`src/verilog/pin_ctrl_defs.svh`:
```
// Constants for the control pin decoding block
`ifndef PIN_CTRL_DEFS_SVH
`define PIN_CTRL_DEFS_SVH

`define N_OUT        5
`define ADDR_W       4
`define DATA_W       32

`define OFS_CTRL     4'h0
`define OFS_DISCFG   4'h4
`define OFS_STATUS   4'h8

// Control register fields
`define CTRL_SEL_INV 0
`define CTRL_ROLE    1
`define CTRL_POL     2
`define CTRL_SERIAL  3
`define CTRL_MANUAL  4
`define CTRL_W       5
`define CTRL_RST     5'h0_014

// Status register fields
`define STAT_REF     0
`define STAT_SD      1
`define STAT_DIS     2
`define STAT_CFG_LO  3
`define STAT_CFG_HI  4
`define STAT_PIN_LO  5
`define STAT_PIN_HI  8

// Disable configuration: two bits per output, [2i]=level, [2i+1]=high impedance
`define DIS_LEVEL    0
`define DIS_TRI      1
`define DISCFG_RST   10'h0_2aa

// Synchronised pin vector positions
`define PIN_REF      0
`define PIN_SDOE     1
`define PIN_SEL_LO   2
`define PIN_SEL_HI   3
`define PIN_W        4

`endif

```
`src/verilog/pin_ctrl_pkg.sv`:
```
// Types shared by the control pin decoding block
`include "pin_ctrl_defs.svh"
package pin_ctrl_pkg;
  typedef logic [`N_OUT-1:0]   out_vec_t;
  typedef logic [2*`N_OUT-1:0] discfg_t;
  typedef logic [`ADDR_W-1:0]  addr_t;
  typedef logic [`DATA_W-1:0]  data_t;
  typedef logic [`PIN_W-1:0]   pin_vec_t;

  typedef enum logic {ROLE_OE, ROLE_SD} pin_role_e;

  typedef struct packed {
    logic [`CTRL_W-1:0] ctrl;
    discfg_t            discfg;
    data_t              rdata;
    logic               ref_is_ext;
    logic               shutdown;
    logic               outs_off;
    out_vec_t           drive_en;
    out_vec_t           force_lvl;
    out_vec_t           level;
    logic [1:0]         cfg_sel;
    logic               sda_in;
    logic               scl_in;
  } state_s;
endpackage

```
`src/verilog/control_pin_function_logic.sv`:
```
// Reference select, shutdown/output-enable and config-select pin decoding
//
// Our own choices: the address-and-strobe port and the placing of the registers.
`timescale 1ns/1ps
`include "pin_ctrl_defs.svh"
module control_pin_function_logic (
  input  wire logic               mclk,                       // 100 MHz clock
  input  wire logic               resetn,                     // Async reset, active low
  input  wire logic               ref_source_select,          // Reference select pin
  input  wire logic               shutdown_or_out_enable_pin, // Dual-function control pin
  input  wire logic               cfg_select_hi,              // Config select high / serial data pin
  input  wire logic               cfg_select_lo,              // Config select low / serial clock pin
  input  wire pin_ctrl_pkg::addr_t addr,                      // Register address
  input  wire pin_ctrl_pkg::data_t wdata,                     // Register write data
  input  wire logic               wr,                         // Write strobe
  input  wire logic               rd,                         // Read strobe
  output pin_ctrl_pkg::data_t     rdata,                      // Read data, cycle after rd
  output logic                    ref_is_ext,                 // 1 external input, 0 crystal
  output logic                    chip_shutdown,              // Chip powered down
  output logic                    outs_disabled,              // Outputs disabled by pin
  output pin_ctrl_pkg::out_vec_t  out_drive_en,               // Per-output driver enable
  output pin_ctrl_pkg::out_vec_t  out_force,                  // Per-output clock replaced by level
  output pin_ctrl_pkg::out_vec_t  out_level,                  // Per-output forced level
  output logic [1:0]              cfg_sel,                    // Selected configuration
  output logic                    sda_in,                     // Serial data toward interface
  output logic                    scl_in                      // Serial clock toward interface
);
  import pin_ctrl_pkg::*;

  state_s    st_q;
  state_s    st_d;
  pin_vec_t  pins_s;
  pin_role_e role;
  logic      pin_active;

  pin_sync #(
    .W (`PIN_W)
  ) u_pin_sync (
    .mclk   (mclk),
    .resetn (resetn),
    .d      ({cfg_select_hi, cfg_select_lo, shutdown_or_out_enable_pin, ref_source_select}),
    .q      (pins_s)
  );

  assign role       = st_q.ctrl[`CTRL_ROLE] ? ROLE_SD : ROLE_OE;
  // Polarity bit high means the pin is asserted when high
  assign pin_active = (pins_s[`PIN_SDOE] == st_q.ctrl[`CTRL_POL]);

  always_comb begin
    st_d = st_q;

    // Register writes
    if (wr) begin
      case (addr)
        `OFS_CTRL: begin
          st_d.ctrl = wdata[`CTRL_W-1:0];
        end
        `OFS_DISCFG: begin
          st_d.discfg = wdata[2*`N_OUT-1:0];
        end
        default: begin
        end
      endcase
    end

    // Register reads; unmapped addresses read as zero
    st_d.rdata = '0;
    if (rd) begin
      case (addr)
        `OFS_CTRL: begin
          st_d.rdata[`CTRL_W-1:0] = st_q.ctrl;
        end
        `OFS_DISCFG: begin
          st_d.rdata[2*`N_OUT-1:0] = st_q.discfg;
        end
        `OFS_STATUS: begin
          st_d.rdata[`STAT_REF]                 = st_q.ref_is_ext;
          st_d.rdata[`STAT_SD]                  = st_q.shutdown;
          st_d.rdata[`STAT_DIS]                 = st_q.outs_off;
          st_d.rdata[`STAT_CFG_HI:`STAT_CFG_LO] = st_q.cfg_sel;
          st_d.rdata[`STAT_PIN_HI:`STAT_PIN_LO] = pins_s;
        end
        default: begin
        end
      endcase
    end

    // Reference choice follows the pin only in manual mode; else it holds
    if (st_q.ctrl[`CTRL_MANUAL]) begin
      st_d.ref_is_ext = pins_s[`PIN_REF] ^ st_q.ctrl[`CTRL_SEL_INV];
    end

    // Dual-function pin
    st_d.shutdown = (role == ROLE_SD) && pin_active;
    st_d.outs_off = (role == ROLE_OE) && pin_active;

    for (int i = 0; i < `N_OUT; i++) begin
      st_d.level[i] = st_q.discfg[2*i+`DIS_LEVEL];
      if (st_d.shutdown) begin
        // Shutdown never floats an output, it always drives the level
        st_d.drive_en[i]  = 1'b1;
        st_d.force_lvl[i] = 1'b1;
      end else if (st_d.outs_off) begin
        st_d.drive_en[i]  = ~st_q.discfg[2*i+`DIS_TRI];
        st_d.force_lvl[i] = 1'b1;
      end else begin
        st_d.drive_en[i]  = 1'b1;
        st_d.force_lvl[i] = 1'b0;
      end
    end

    // Pin pair role: config selectors, or serial lines idling high
    if (st_q.ctrl[`CTRL_SERIAL]) begin
      st_d.sda_in = pins_s[`PIN_SEL_HI];
      st_d.scl_in = pins_s[`PIN_SEL_LO];
    end else begin
      // Config levels are taken as they stand; a host that moves them mid-use gets a new config
      st_d.cfg_sel = {pins_s[`PIN_SEL_HI], pins_s[`PIN_SEL_LO]};
      st_d.sda_in  = 1'b1;
      st_d.scl_in  = 1'b1;
    end
  end

  always_ff @(posedge mclk or negedge resetn) begin
    if (!resetn) begin
      st_q            <= '0;
      st_q.ctrl       <= `CTRL_RST;
      st_q.discfg     <= `DISCFG_RST;
      st_q.drive_en   <= '1;
      st_q.sda_in     <= 1'b1;
      st_q.scl_in     <= 1'b1;
    end else begin
      st_q <= st_d;
    end
  end

  assign rdata         = st_q.rdata;
  assign ref_is_ext    = st_q.ref_is_ext;
  assign chip_shutdown = st_q.shutdown;
  assign outs_disabled = st_q.outs_off;
  assign out_drive_en  = st_q.drive_en;
  assign out_force     = st_q.force_lvl;
  assign out_level     = st_q.level;
  assign cfg_sel       = st_q.cfg_sel;
  assign sda_in        = st_q.sda_in;
  assign scl_in        = st_q.scl_in;

  // Per-output views of the disable configuration, used by the checks below
  out_vec_t cfg_lvl;
  out_vec_t cfg_tri;

  always_comb begin
    cfg_lvl = '0;
    cfg_tri = '0;
    for (int i = 0; i < `N_OUT; i++) begin
      cfg_lvl[i] = st_q.discfg[2*i+`DIS_LEVEL];
      cfg_tri[i] = st_q.discfg[2*i+`DIS_TRI];
    end
  end
endmodule // control_pin_function_logic

```
`src/verilog/pin_sync.sv`:
```
// Two-flop synchroniser for asynchronous pin levels
`timescale 1ns/1ps
module pin_sync #(
  parameter int W = 1
) (
  input  wire logic         mclk,    // System clock
  input  wire logic         resetn,  // Async reset, active low
  input  wire logic [W-1:0] d,       // Asynchronous levels
  output logic      [W-1:0] q        // Synchronised levels
);
  typedef struct packed {
    logic [W-1:0] s1;
    logic [W-1:0] s2;
  } sync_s;

  sync_s st_q;
  sync_s st_d;

  always_comb begin
    st_d    = st_q;
    st_d.s1 = d;
    st_d.s2 = st_q.s1;
  end

  always_ff @(posedge mclk or negedge resetn) begin
    if (!resetn) begin
      st_q <= '0;
    end else begin
      st_q <= st_d;
    end
  end

  assign q = st_q.s2;
endmodule // pin_sync

```
`config.mk`:
```
export PLATFORM = sky130hd
export DESIGN_NAME = control_pin_function_logic
export DESIGN_NICKNAME = d
export VERILOG_FILES = /design/src/verilog/pin_ctrl_pkg.sv /design/src/verilog/control_pin_function_logic.sv /design/src/verilog/pin_sync.sv
export VERILOG_INCLUDE_DIRS = /design/src /design/src/verilog
export SDC_FILE = /design/constraint.sdc
export NUM_CORES = 1
export LEC_CHECK = 0
export ABC_AREA = 1
export BUFFER_PORTS_ARGS = -buffer_cell sky130_fd_sc_hd__buf_2
export CAP_MARGIN = 0
export CORE_ASPECT_RATIO = 1.75
export CORE_MARGIN = 1.5
export CORE_UTILIZATION = 51
export DETAILED_ROUTE_END_ITERATION = 7
export PLACE_DENSITY = 0.87
export RECOVER_POWER = 25
export SETUP_SLACK_MARGIN = 0.2
export SLEW_MARGIN = 20
export SYNTH_ARGS = -nofsm -noshare
export SYNTH_HDL_FRONTEND = slang
export SYNTH_SLANG_ARGS = --single-unit
```
`constraint.sdc`:
```
create_clock -name mclk -period 1.6 [get_ports mclk]
set_clock_uncertainty 0.05 [all_clocks]
set_input_delay 0.24 -clock mclk [delete_from_list [all_inputs] [get_ports mclk]]
set_output_delay 0.24 -clock mclk [all_outputs]
set_load 0.005 [all_outputs]
```
## Word level (Yosys, flattened, before mapping)

Cells that the tools add are included.

- $add $sub $neg: 0
- Multiply operators: 0
- Div/mod/pow operators: 0
- $lt $le $gt $ge: 0
- Eq/ne operators: 3
- Shift operators: 0
- Multiplexer cells: 18
- Bitwise logic cells: 7
- Reductions and logical operators: 5

Operators by type and width:

| cell | number |
|---|---|
| 5-bit one-hot mux with 3 select lines | 1 |
| 1-bit 2-to-1 mux | 14 |
| 10-bit 2-to-1 mux | 1 |
| 4-bit one-hot mux with 2 select lines | 1 |
| 1-bit NOT | 6 |
| 4-bit by 3-bit equality test with 1-bit output, second input constant | 1 |
| 4-bit equality test, second input constant | 1 |
| 4-bit zero test | 1 |
| 2-bit AND reduction | 2 |
| 1-bit logical AND | 2 |
| 2-bit 2-to-1 mux | 1 |
| 1-bit equality test | 1 |
| 1-bit bitwise XOR | 1 |

- Bits in registers: 51
- Bits in latches: 0
- Bits in writable memories: 0
- Memory bits (read-only): 0
- Output and inout port bits: 54
- Memories kept: 0

## Logic depth before layout (Yosys ltp)

Gate-level depths: netlist of run 1.

- Depth after elaboration: 5
- Depth in mapped cells: 7
- Gate-level depth less buffers: 6

## By module

A second synthesis of run 1 with hierarchy kept.

- Cells, all modules: 221
- Area total of the unflattened synthesis: 2252.2 um2

Modules (own cells, without submodules):

| module | instances | cells each | area an instance (um2) | seq. area each (um2) |
|---|---|---|---|---|
| control_pin_function_logic | 1 | 213 | 2052.0 | 1093.5 |
| pin_sync | 1 | 8 | 200.2 | 200.2 |

## Worst setup path after synthesis of run 1

OpenSTA, ideal clock, no wires.

- Path kind: register -> register
- Start: register st_q[66] (netlist name)
- End: register st_q (netlist bit out_drive_en[0])
- Setup time: 0.089 ns
- Data arrival time: 0.895 ns
- Required time: 1.461 ns
- Path slack: 0.566 ns
- Cell stages (with the launch flop): 4
- Clock period less this slack: 1.034 ns
- Cells stage by stage: dfstp_2 xor2_1 nor2_1 nand2_1

RTL lines:

| item | RTL line | text |
|---|---|---|
| start: declaration | control_pin_function_logic.sv:30 | `state_s st_q;` |
| start signal: assignment | control_pin_function_logic.sv:133 | `st_q <= st_d;` |

==> flow_metrics.tcl, run 1 <==
set metrics [dict create \
    critPathMaxFanout 6 \
    muxShareOfSynthArea_pct 0 \
    grt_util_all_layers_pct 16.98 \
    met3_usage_pct 3.974 \
    yosysSeqAreaShare_pct 57.44 \
    use_met1_pct 15.79 \
    dr.pass1.iters 4 \
    grt_pass1_wl_um 5982 \
    finalSetupViolCount 0 \
    viasPerCell 4.616 \
    synthAdderAreaFrac_pct 0 \
    port_buffers 53 \
    synth_area_leaders "dfrtp_1, buf_4, dfstp_2, nand2_1, nand3_1" \
    cts_resized 0 \
    final_cell_mix "buf_2, nand2_1, dfrtp_1, conb_1, nand3_1" \
    relSlewSlack_pct 56.79 \
    slew_viol_final 0 \
    path_cells "xor2_1 -> nor2_1 -> nand2_1" \
    core_region_area_um2 4189 \
    netlist_area_um2 2252 \
    clk_latency_ps 300 \
    fin_crit_ps 1268 \
    grt_pass1_vias 1459 \
    yosysTopAreaCell "dfrtp_1" \
    fin_ws_ps 331.8 \
    synth_top_family_by_area "buffers and inverters" \
    drtIter0Drc 32 \
    cts.sinks 51 \
    grt_antenna_before_repair 0 \
    slowest_delay_ps 570 \
    die_w_um 53.24 \
    start_util_pct 53.76 \
    crit_buf_inv 0 \
    area_growth_pct 7.111 \
    routabilityCongestion 0.8978 \
    crit_family "flip-flops" \
    post-place-ws_ps 334.1 \
    dieArea_um2 4840 \
    status "completed" \
    startpoint_type "register" \
    cts_tree "done" \
    yosysWarnings 0 \
    synth_cell_type_count 20 \
    final_common_cell "buf_2" \
    synth_xor_area_share_pct 0.7778 \
    cts_root_buf "clkbuf_8" \
    rows 31 \
    syn_area_per_cell_um2 10.19 \
    hpwl_um 2729 \
    powerDensity_nw_per_um2 1144 \
    antennaDiodeCount 0 \
    irDropWorstVdd_mv 0.6991 \
    period_share_pct 79.26 \
    num_io_pins 98 \
    clkSlewWorstSetupHoldPaths_ps 80 \
    grt_overflow 0 \
    rsz0062_at_grt "no" \
    synth-simple-area-share_pct 15.94 \
    drtAntennaViolNets 0 \
    drive_above_1_share_pct 32.56 \
    fmax_mhz 788.5 \
    final_nets 301 \
    crit_required_ps 1760 \
    crit_type "reg2reg" \
    htree_num_levels 2 \
    critPathCaptureType "register" \
    maxCapViolations 0 \
    synthCells 221 \
    numCtsBuffers 5 \
    ys_ff_latch 51 \
    leakage_nw 1.281 \
    grt_start_max_net_pins 52 \
    met2_usage_pct 30.04 \
    worstPathArrival_ps 1430 \
    slowest_stage "dfstp_2" \
    drt_wl_total_um 3553 \
    hold_class "in2reg" \
    yosysTopAreaCellShare_pct 41.11 \
    grt-busiest-layer "met2" \
    num_vias 1417 \
    n_fill_cell 379 \
    drc 0 \
    hold_viol_final 0 \
    clockBufferDepth 2 \
    synth_compound_area_share_pct 5.111 \
    dieHeight_um 90.91 \
    fin_tns_setup_ps 0 \
    avgRoutedWirePerCell_um 11.57 \
    worstMarginPinSlew_ps 648.2 \
]
[flip-flops by register name, indices dropped and copies added (netlist names)]
register,flops
cfg_tri,5
out_force,1
outs_disabled,1
st_q,5
out_drive_en,5
chip_shutdown,1
ref_is_ext,1
cfg_sel,2
u_pin_sync.st_d,4
u_pin_sync.q,4
rdata,10
sda_in,1
scl_in,1
out_level,5
cfg_lvl,5
[cells in the mapped netlist (all sizes together)]
master / number
buf: 52
nand2: 45
dfrtp: 37
nand3: 21
inv: 18
o21ai: 18
dfstp: 14
nor2: 9
o22ai: 4
conb: 1
xnor2: 1
xor2: 1
[worst paths after layout]
check | from | end | slack [ps] | cells past startpoint
min in group asynchronous | resetn | u_pin_sync.st_d[3] | 550 | 3
max | st_q[66] | out_drive_en[0] | 330 | 3
min reg2reg | u_pin_sync.st_d[0] | u_pin_sync.q[0] | 300 | 0
max in group asynchronous | resetn | out_level[1] | 520 | 3
min | wdata[1] | cfg_tri[0] | 90 | 3
max reg2reg | st_q[66] | out_drive_en[0] | 330 | 3
[repair_timing]
action	CTS	global route
hold buffers	5	0
setup buffers	0	0
endpoints found under the hold margin	41	0
[tightest hold or removal path, stage by stage]
cell,delay [ps]
buf_2,100
nand2_1,50
nand2_1,40
[per-layer routing]
| layer | up-vias | part of all wire (%) |
|---|---|---|
| met5 | - | 0 |
| met4 | 0 | 2.8 |
| met3 | 7 | 5.9 |
| met2 | 53 | 57 |
| met1 | 665 | 34 |
| li1 | 692 | - |
[cell type report]
| class | instances | area (um2) | area share, % |
|---|---|---|---|
| tap | 49 | 61.31 | 2.541 |
| multi-input combinational | 121 | 574.3 | 23.81 |
| sequential | 51 | 1294 | 53.63 |
| timing repair buffer | 60 | 330.3 | 13.69 |
| inverter | 18 | 67.56 | 2.801 |
| clock inverter | 2 | 12.51 | 0.5187 |
| clock buffer | 6 | 72.57 | 3.008 |
[power by group]
| group | internal [mW] | total (mW) | switching, mW |
|---|---|---|---|
| sequential | 1.53 | 1.65 | 0.120 |
| combinational | 0.180 | 0.420 | 0.240 |
| clock | 0.306 | 0.694 | 0.388 |
| total | 2.01 | 2.76 | 0.748 |
[stage by stage]
step	cell area, um2	total power, mW	utilization (%)	instances	hold slack (ps)
after CTS	2425	2.796	57.89	307	82.50
after floorplan	2331	2.006	-	242	-105.6
after detailed placement	2290	2.093	54.66	294	192.8
final	2412	2.761	57.59	307	87.91
after global placement	2290	2.066	54.66	294	187.2
after global routing	2412	2.911	57.59	307	104.3
[kinds of logic after synthesis]
family / Yosys count
buf+inv: 70
xor+xnor: 2
other cells: 1
flops: 51
simple gates: 75
compound gates: 22
No activity file was read; power rests on OpenSTA's default activity.
==> run 2, diff against run 1 <==
- CORE_UTILIZATION: 51 -> 47
- PLACE_DENSITY: 0.87 -> 0.81
- clock period: 1.6 -> 1.25 ns (I/O delays scaled with it)
==> run 2 against run 1 <==
  * Count of clock-buffer cells in the layout increased by 1
  * Sequential power increased by 28%
  * Combinational power up 64%
==> flow_metrics.tcl, run 2 (synthesized netlist as in run 1, its figures left out) <==
set metrics [dict create \
    relSlewSlack_pct 56.56 \
    largest_reg_flops 10 \
    rows 33 \
    rr_startpoint "st_q[66]" \
    final_cell_mix "buf_2, nand2_1, dfrtp_1, conb_1, nand3_1" \
    worstPathArrival_ps 920 \
    clk_latency_ps 300 \
    die_w_um 55.33 \
    drtIter0Drc 36 \
    crit_type "reg2out" \
    startpoint "out_drive_en[0]" \
    cts_root_buf "clkbuf_8" \
    final_cell_area_um2 2562 \
    numCtsBuffers 5 \
    hpwl_um 2861 \
    grt_overflow 0 \
    crit_buf_inv 1 \
    hold_class "in2reg" \
    leakage_nw 1.359 \
    cts_tree "done" \
    drtAntennaViolNets 0 \
    final_nets 313 \
    grt_antenna_before_repair 0 \
    dp_cells 303 \
    rrSetupSlack_ps 150 \
    grt_pass1_wl_um 6341 \
    finalPower_mw 3.809 \
    final_common_cell "buf_2" \
    worstMarginPinSlew_ps 651.6 \
    routabilityCongestion 0.8251 \
    crit_required_ps 1010 \
    avgRoutedWirePerCell_um 12.34 \
    fin_hold_ws_ps 42.13 \
    slowest_stage "dfstp_2" \
    clkSlewWorstSetupHoldPaths_ps 90 \
    grt_pass1_vias 1463 \
    fin_crit_ps 1162 \
    min-delay-start "wdata[5]" \
    drt_wl_total_um 3974 \
    critPathMaxFanout 1 \
    dr.pass1.iters 4 \
    maxCapViolations 0 \
    r2r_cells 3 \
    port_buffers 53 \
    hold_depth 3 \
    grt_start_max_net_pins 52 \
    slowest_delay_ps 520 \
    powerDensity_nw_per_um2 1487 \
    dpl_cell_area_um2 2338 \
    startpoint_type "register" \
    cts.sinks 51 \
    finalSetupViolCount 0 \
    fmax_mhz 860.7 \
    slew_viol_final 0 \
    htree_num_levels 2 \
    rsz0062_at_grt "yes" \
    path_cells "buf_2" \
    fin_tns_setup_ps 0 \
    hold_viol_final 0 \
    antennaDiodeCount 0 \
    n_fill_cell 404 \
    post-place-ws_ps 57.44 \
    critPathCaptureType "output pin" \
    dieArea_um2 5232 \
    status "completed" \
    grt_util_all_layers_pct 16.06 \
    start_util_pct 48.27 \
    crit_cells 1 \
    irDropWorstVdd_mv 0.8921 \
    fin_util_pct 54.92 \
    fin_cells 322 \
    drc 0 \
    num_vias 1467 \
    fin_ws_ps 88.14 \
    crit_family "flip-flops" \
    core_region_area_um2 4666 \
    clockBufferDepth 2 \
    drive_above_1_share_pct 38.89 \
    area_growth_pct 13.78 \
    period_share_pct 92.95 \
    dieHeight_um 94.57 \
    num_io_pins 98 \
    viasPerCell 4.556 \
]
[run 2: cell count changes in the layout (fill, tap and decap cells not counted), moves of 2 or more]
cell | previous run | this run
buf_6 | 0 | 2
nand2_2 | 1 | 6
nand2_1 | 43 | 38
clkbuf_8 | 5 | 7
buf_4 | 1 | 12
[run 2: power by group]
group          internal [mW]  total (mW)  switching, mW
clock network          0.503        1.01          0.502
logic                  0.334       0.690          0.357
registers               1.96        2.11          0.157
total                   2.79        3.81           1.02
[run 2: what timing repair did]
action / CTS / global route
pin swaps: 1 / 2
setup buffers: 6 / 0
gates cloned: 0 / 0
setup endpoints to repair: 26 / 35
resized for setup: 4 / 6
hold buffers: 5 / 0
endpoints found under the hold margin: 41 / 0
[run 2: layout make-up]
type | instances | area [um2] | share of cell area (%)
clock inverters | 1 | 7.507 | 0.2930
clock buffers | 7 | 96.34 | 3.760
inverters | 18 | 67.56 | 2.637
flip-flops and latches | 51 | 1294 | 50.49
multi-input cells | 121 | 601.8 | 23.49
repair buffers | 72 | 430.4 | 16.80
well taps | 52 | 65.06 | 2.539
[run 2: final timing paths]
kind                              endpoint
setup / recovery           out_drive_en[0]
hold / removal                  cfg_tri[2]
setup reg to reg             outs_disabled
hold reg to reg            u_pin_sync.q[0]
max in group asynchronous  u_pin_sync.q[2]
min in group asynchronous     out_level[1]
[run 2: routing by layer]
| metal | up-vias | part of all wire [%] | track usage [%] |
|---|---|---|---|
| met2 | 60 | 55 | 27.68 |
| li1 | 718 | - | - |
| met1 | 674 | 35 | 15.69 |
| met5 | - | 0 | 0 |
| met3 | 15 | 4.9 | 3.425 |
| met4 | 0 | 5.2 | 15.04 |
==> run 3, diff against run 2 <==
- CELL_PAD_IN_SITES_DETAIL_PLACEMENT: unset -> 0
- CELL_PAD_IN_SITES_GLOBAL_PLACEMENT: unset -> 1
- CORE_UTILIZATION: 47 -> 35
- PLACE_DENSITY: 0.81 -> 0.82
==> run 3 against run 2 <==
  * Non-clock buffer count is 1 higher
  * Via count fell by 3.1%
  * Clock power down 13%
  * Sequential share of layout area decreased by 0.61 points
  * Final cell count rose by 9.0%
  * Final area increased by 1.2%
  * Fmax fell by 0.17%
==> flow_metrics.tcl, run 3 (synthesized netlist as in run 1, its figures left out) <==
set metrics [dict create \
    final_common_cell "buf_2" \
    num_vias 1421 \
    largest_reg_flops 10 \
    routabilityCongestion 0.7684 \
    rrSetupSlack_ps 140 \
    numCtsBuffers 5 \
    avgRoutedWirePerCell_um 10.80 \
    n_fill_cell 624 \
    cts_tree "done" \
    grt_pass1_wl_um 5975 \
    cts.sinks 51 \
    crit_type "reg2out" \
    maxCapViolations 0 \
    fin_tns_setup_ps 0 \
    startpoint_type "register" \
    grt_start_max_net_pins 52 \
    rsz0062_at_grt "yes" \
    drc 0 \
    drtIter0Drc 40 \
    p_switching_mw 0.9765 \
    drtAntennaViolNets 0 \
    period_share_pct 93.11 \
    worstMarginPinSlew_ps 655.6 \
    cts_root_buf "clkbuf_8" \
    clk_latency_ps 300 \
    die_w_um 63.64 \
    fmax_mhz 859.2 \
    powerDensity_nw_per_um2 1420 \
    irDropWorstVdd_mv 0.5940 \
    hpwl_um 2914 \
    dr.pass1.iters 4 \
    crit_buf_inv 1 \
    antennaDiodeCount 0 \
    final_cell_mix "buf_2, nand2_1, dfrtp_1, conb_1, nand3_1" \
    worstPathArrival_ps 930 \
    p_int_mw 2.707 \
    hold_viol_final 0 \
    r2r_cells 3 \
    drt_wl_total_um 3791 \
    slowest_delay_ps 530 \
    grt_util_all_layers_pct 11.43 \
    crit_required_ps 1010 \
    num_io_pins 98 \
    grt_pass1_vias 1223 \
    crit_cells 1 \
    final_nets 314 \
    dieArea_um2 6944 \
    dieHeight_um 109.1 \
    crit_family "flip-flops" \
    critPathMaxFanout 1 \
    seqPwrFrac_pct 57.1 \
    fin_hold_ws_ps 35.98 \
    start_util_pct 36.16 \
    multi_input_area_um2 601.8 \
    slew_viol_final 0 \
    rr_startpoint "st_q[66]" \
    crit_end "out_drive_en[2]" \
    htree_num_levels 2 \
    relSlewSlack_pct 56.30 \
    path_cells "buf_2" \
    grt_antenna_before_repair 0 \
    clkSlewWorstSetupHoldPaths_ps 80 \
    hold_class "in2reg" \
    slowest_stage "dfstp_2" \
    critPathCaptureType "output pin" \
    startpoint "out_drive_en[2]" \
    pwr-share-comb_pct 19.0 \
    rows 38 \
    finalSetupViolCount 0 \
    clkPwrFrac_pct 23.9 \
    r2r_end "outs_disabled" \
    viasPerCell 4.048 \
    port_buffers 53 \
    leakage_nw 1.364 \
    area.sequential_um2 1294 \
    grt_overflow 0 \
    area_growth_pct 15.17 \
    core_region_area_um2 6228 \
    clockBufferDepth 2 \
    drive_above_1_share_pct 38.01 \
    p_sw_share_pct 26.51 \
    status "completed" \
    fin_crit_ps 1164 \
]
==> run 3: cell count changes in the layout (fill, tap and decap cells not counted), moves of 2 or more <==
cell      delta
buf_6        +2
clkbuf_8     -2
nand2_1      +2
clkbuf_1     +3
buf_2        -2
nand2_2      -2
==> run 3: metal layers <==
metal	GRT usage (%)	vias to the layer above	share of wire, %
met1	12.10	649	37
met5	0	-	0
met3	2.993	5	4.9
met4	6.522	0	2.5
met2	20.30	50	55
li1	-	717	-
==> run 3: how the worst min path moves through the flow <==
| stage | start | end | slack [ps] | cells past startpoint |
|---|---|---|---|---|
| after global placement | resetn | u_pin_sync.st_d[2] | 140 | 2 |
| after detailed placement | resetn | u_pin_sync.st_d[3] | 140 | 2 |
| after global routing | wdata[3] | cfg_tri[1] | 40 | 3 |
| after floorplan | resetn | cfg_lvl[0] | -160 | 0 |
| after CTS | wdata[3] | cfg_tri[1] | 30 | 3 |
| final | wdata[3] | cfg_tri[1] | 40 | 3 |
==> run 3: worst reg2reg max path: stages (launching register included) <==
cell and delay, ps:
dfstp_2 570, xor2_2 150, nor2_1 70, buf_4 160
==> run 3: layout make-up <==
| type | instances | area share (%) |
|---|---|---|
| Inverter | 18 | 2.605 |
| Sequential cell | 51 | 49.88 |
| Tap cell | 80 | 3.859 |
| Multi-Input combinational cell | 121 | 23.20 |
| Clock buffer | 8 | 3.087 |
| Timing Repair Buffer | 73 | 17.37 |
==> run 3: through the flow <==
step	utilization, %	std cells	instance area, um2	worst slack [ps]	power (mW)
CTS	41.02	349	2555	71.10	3.691
detailed placement	38.11	331	2374	107.0	2.710
global route	41.64	351	2594	42.12	3.921
floorplan	-	242	2331	215.6	2.568
global placement	38.11	331	2374	139.4	2.687
finish	41.64	351	2594	86.17	3.684
==> run 3: what timing repair did <==
item | CTS | global route
gates cloned | 0 | 0
hold buffers | 5 | 0
pin swaps | 1 | 1
gates resized for setup | 4 | 8
setup endpoints to repair | 24 | 37
endpoints found under the hold margin | 41 | 0
setup buffers | 5 | 2
==> run 3: power by group through the flow <==
stage / combinational [mW] / sequential [mW] / clock, mW
after floorplan: 0.468 / 2.10 / 0
after global placement: 0.556 / 2.13 / 0
after detailed placement: 0.571 / 2.14 / 0
after CTS: 0.671 / 2.10 / 0.920
after global routing: 0.789 / 2.14 / 0.992
final: 0.700 / 2.10 / 0.881
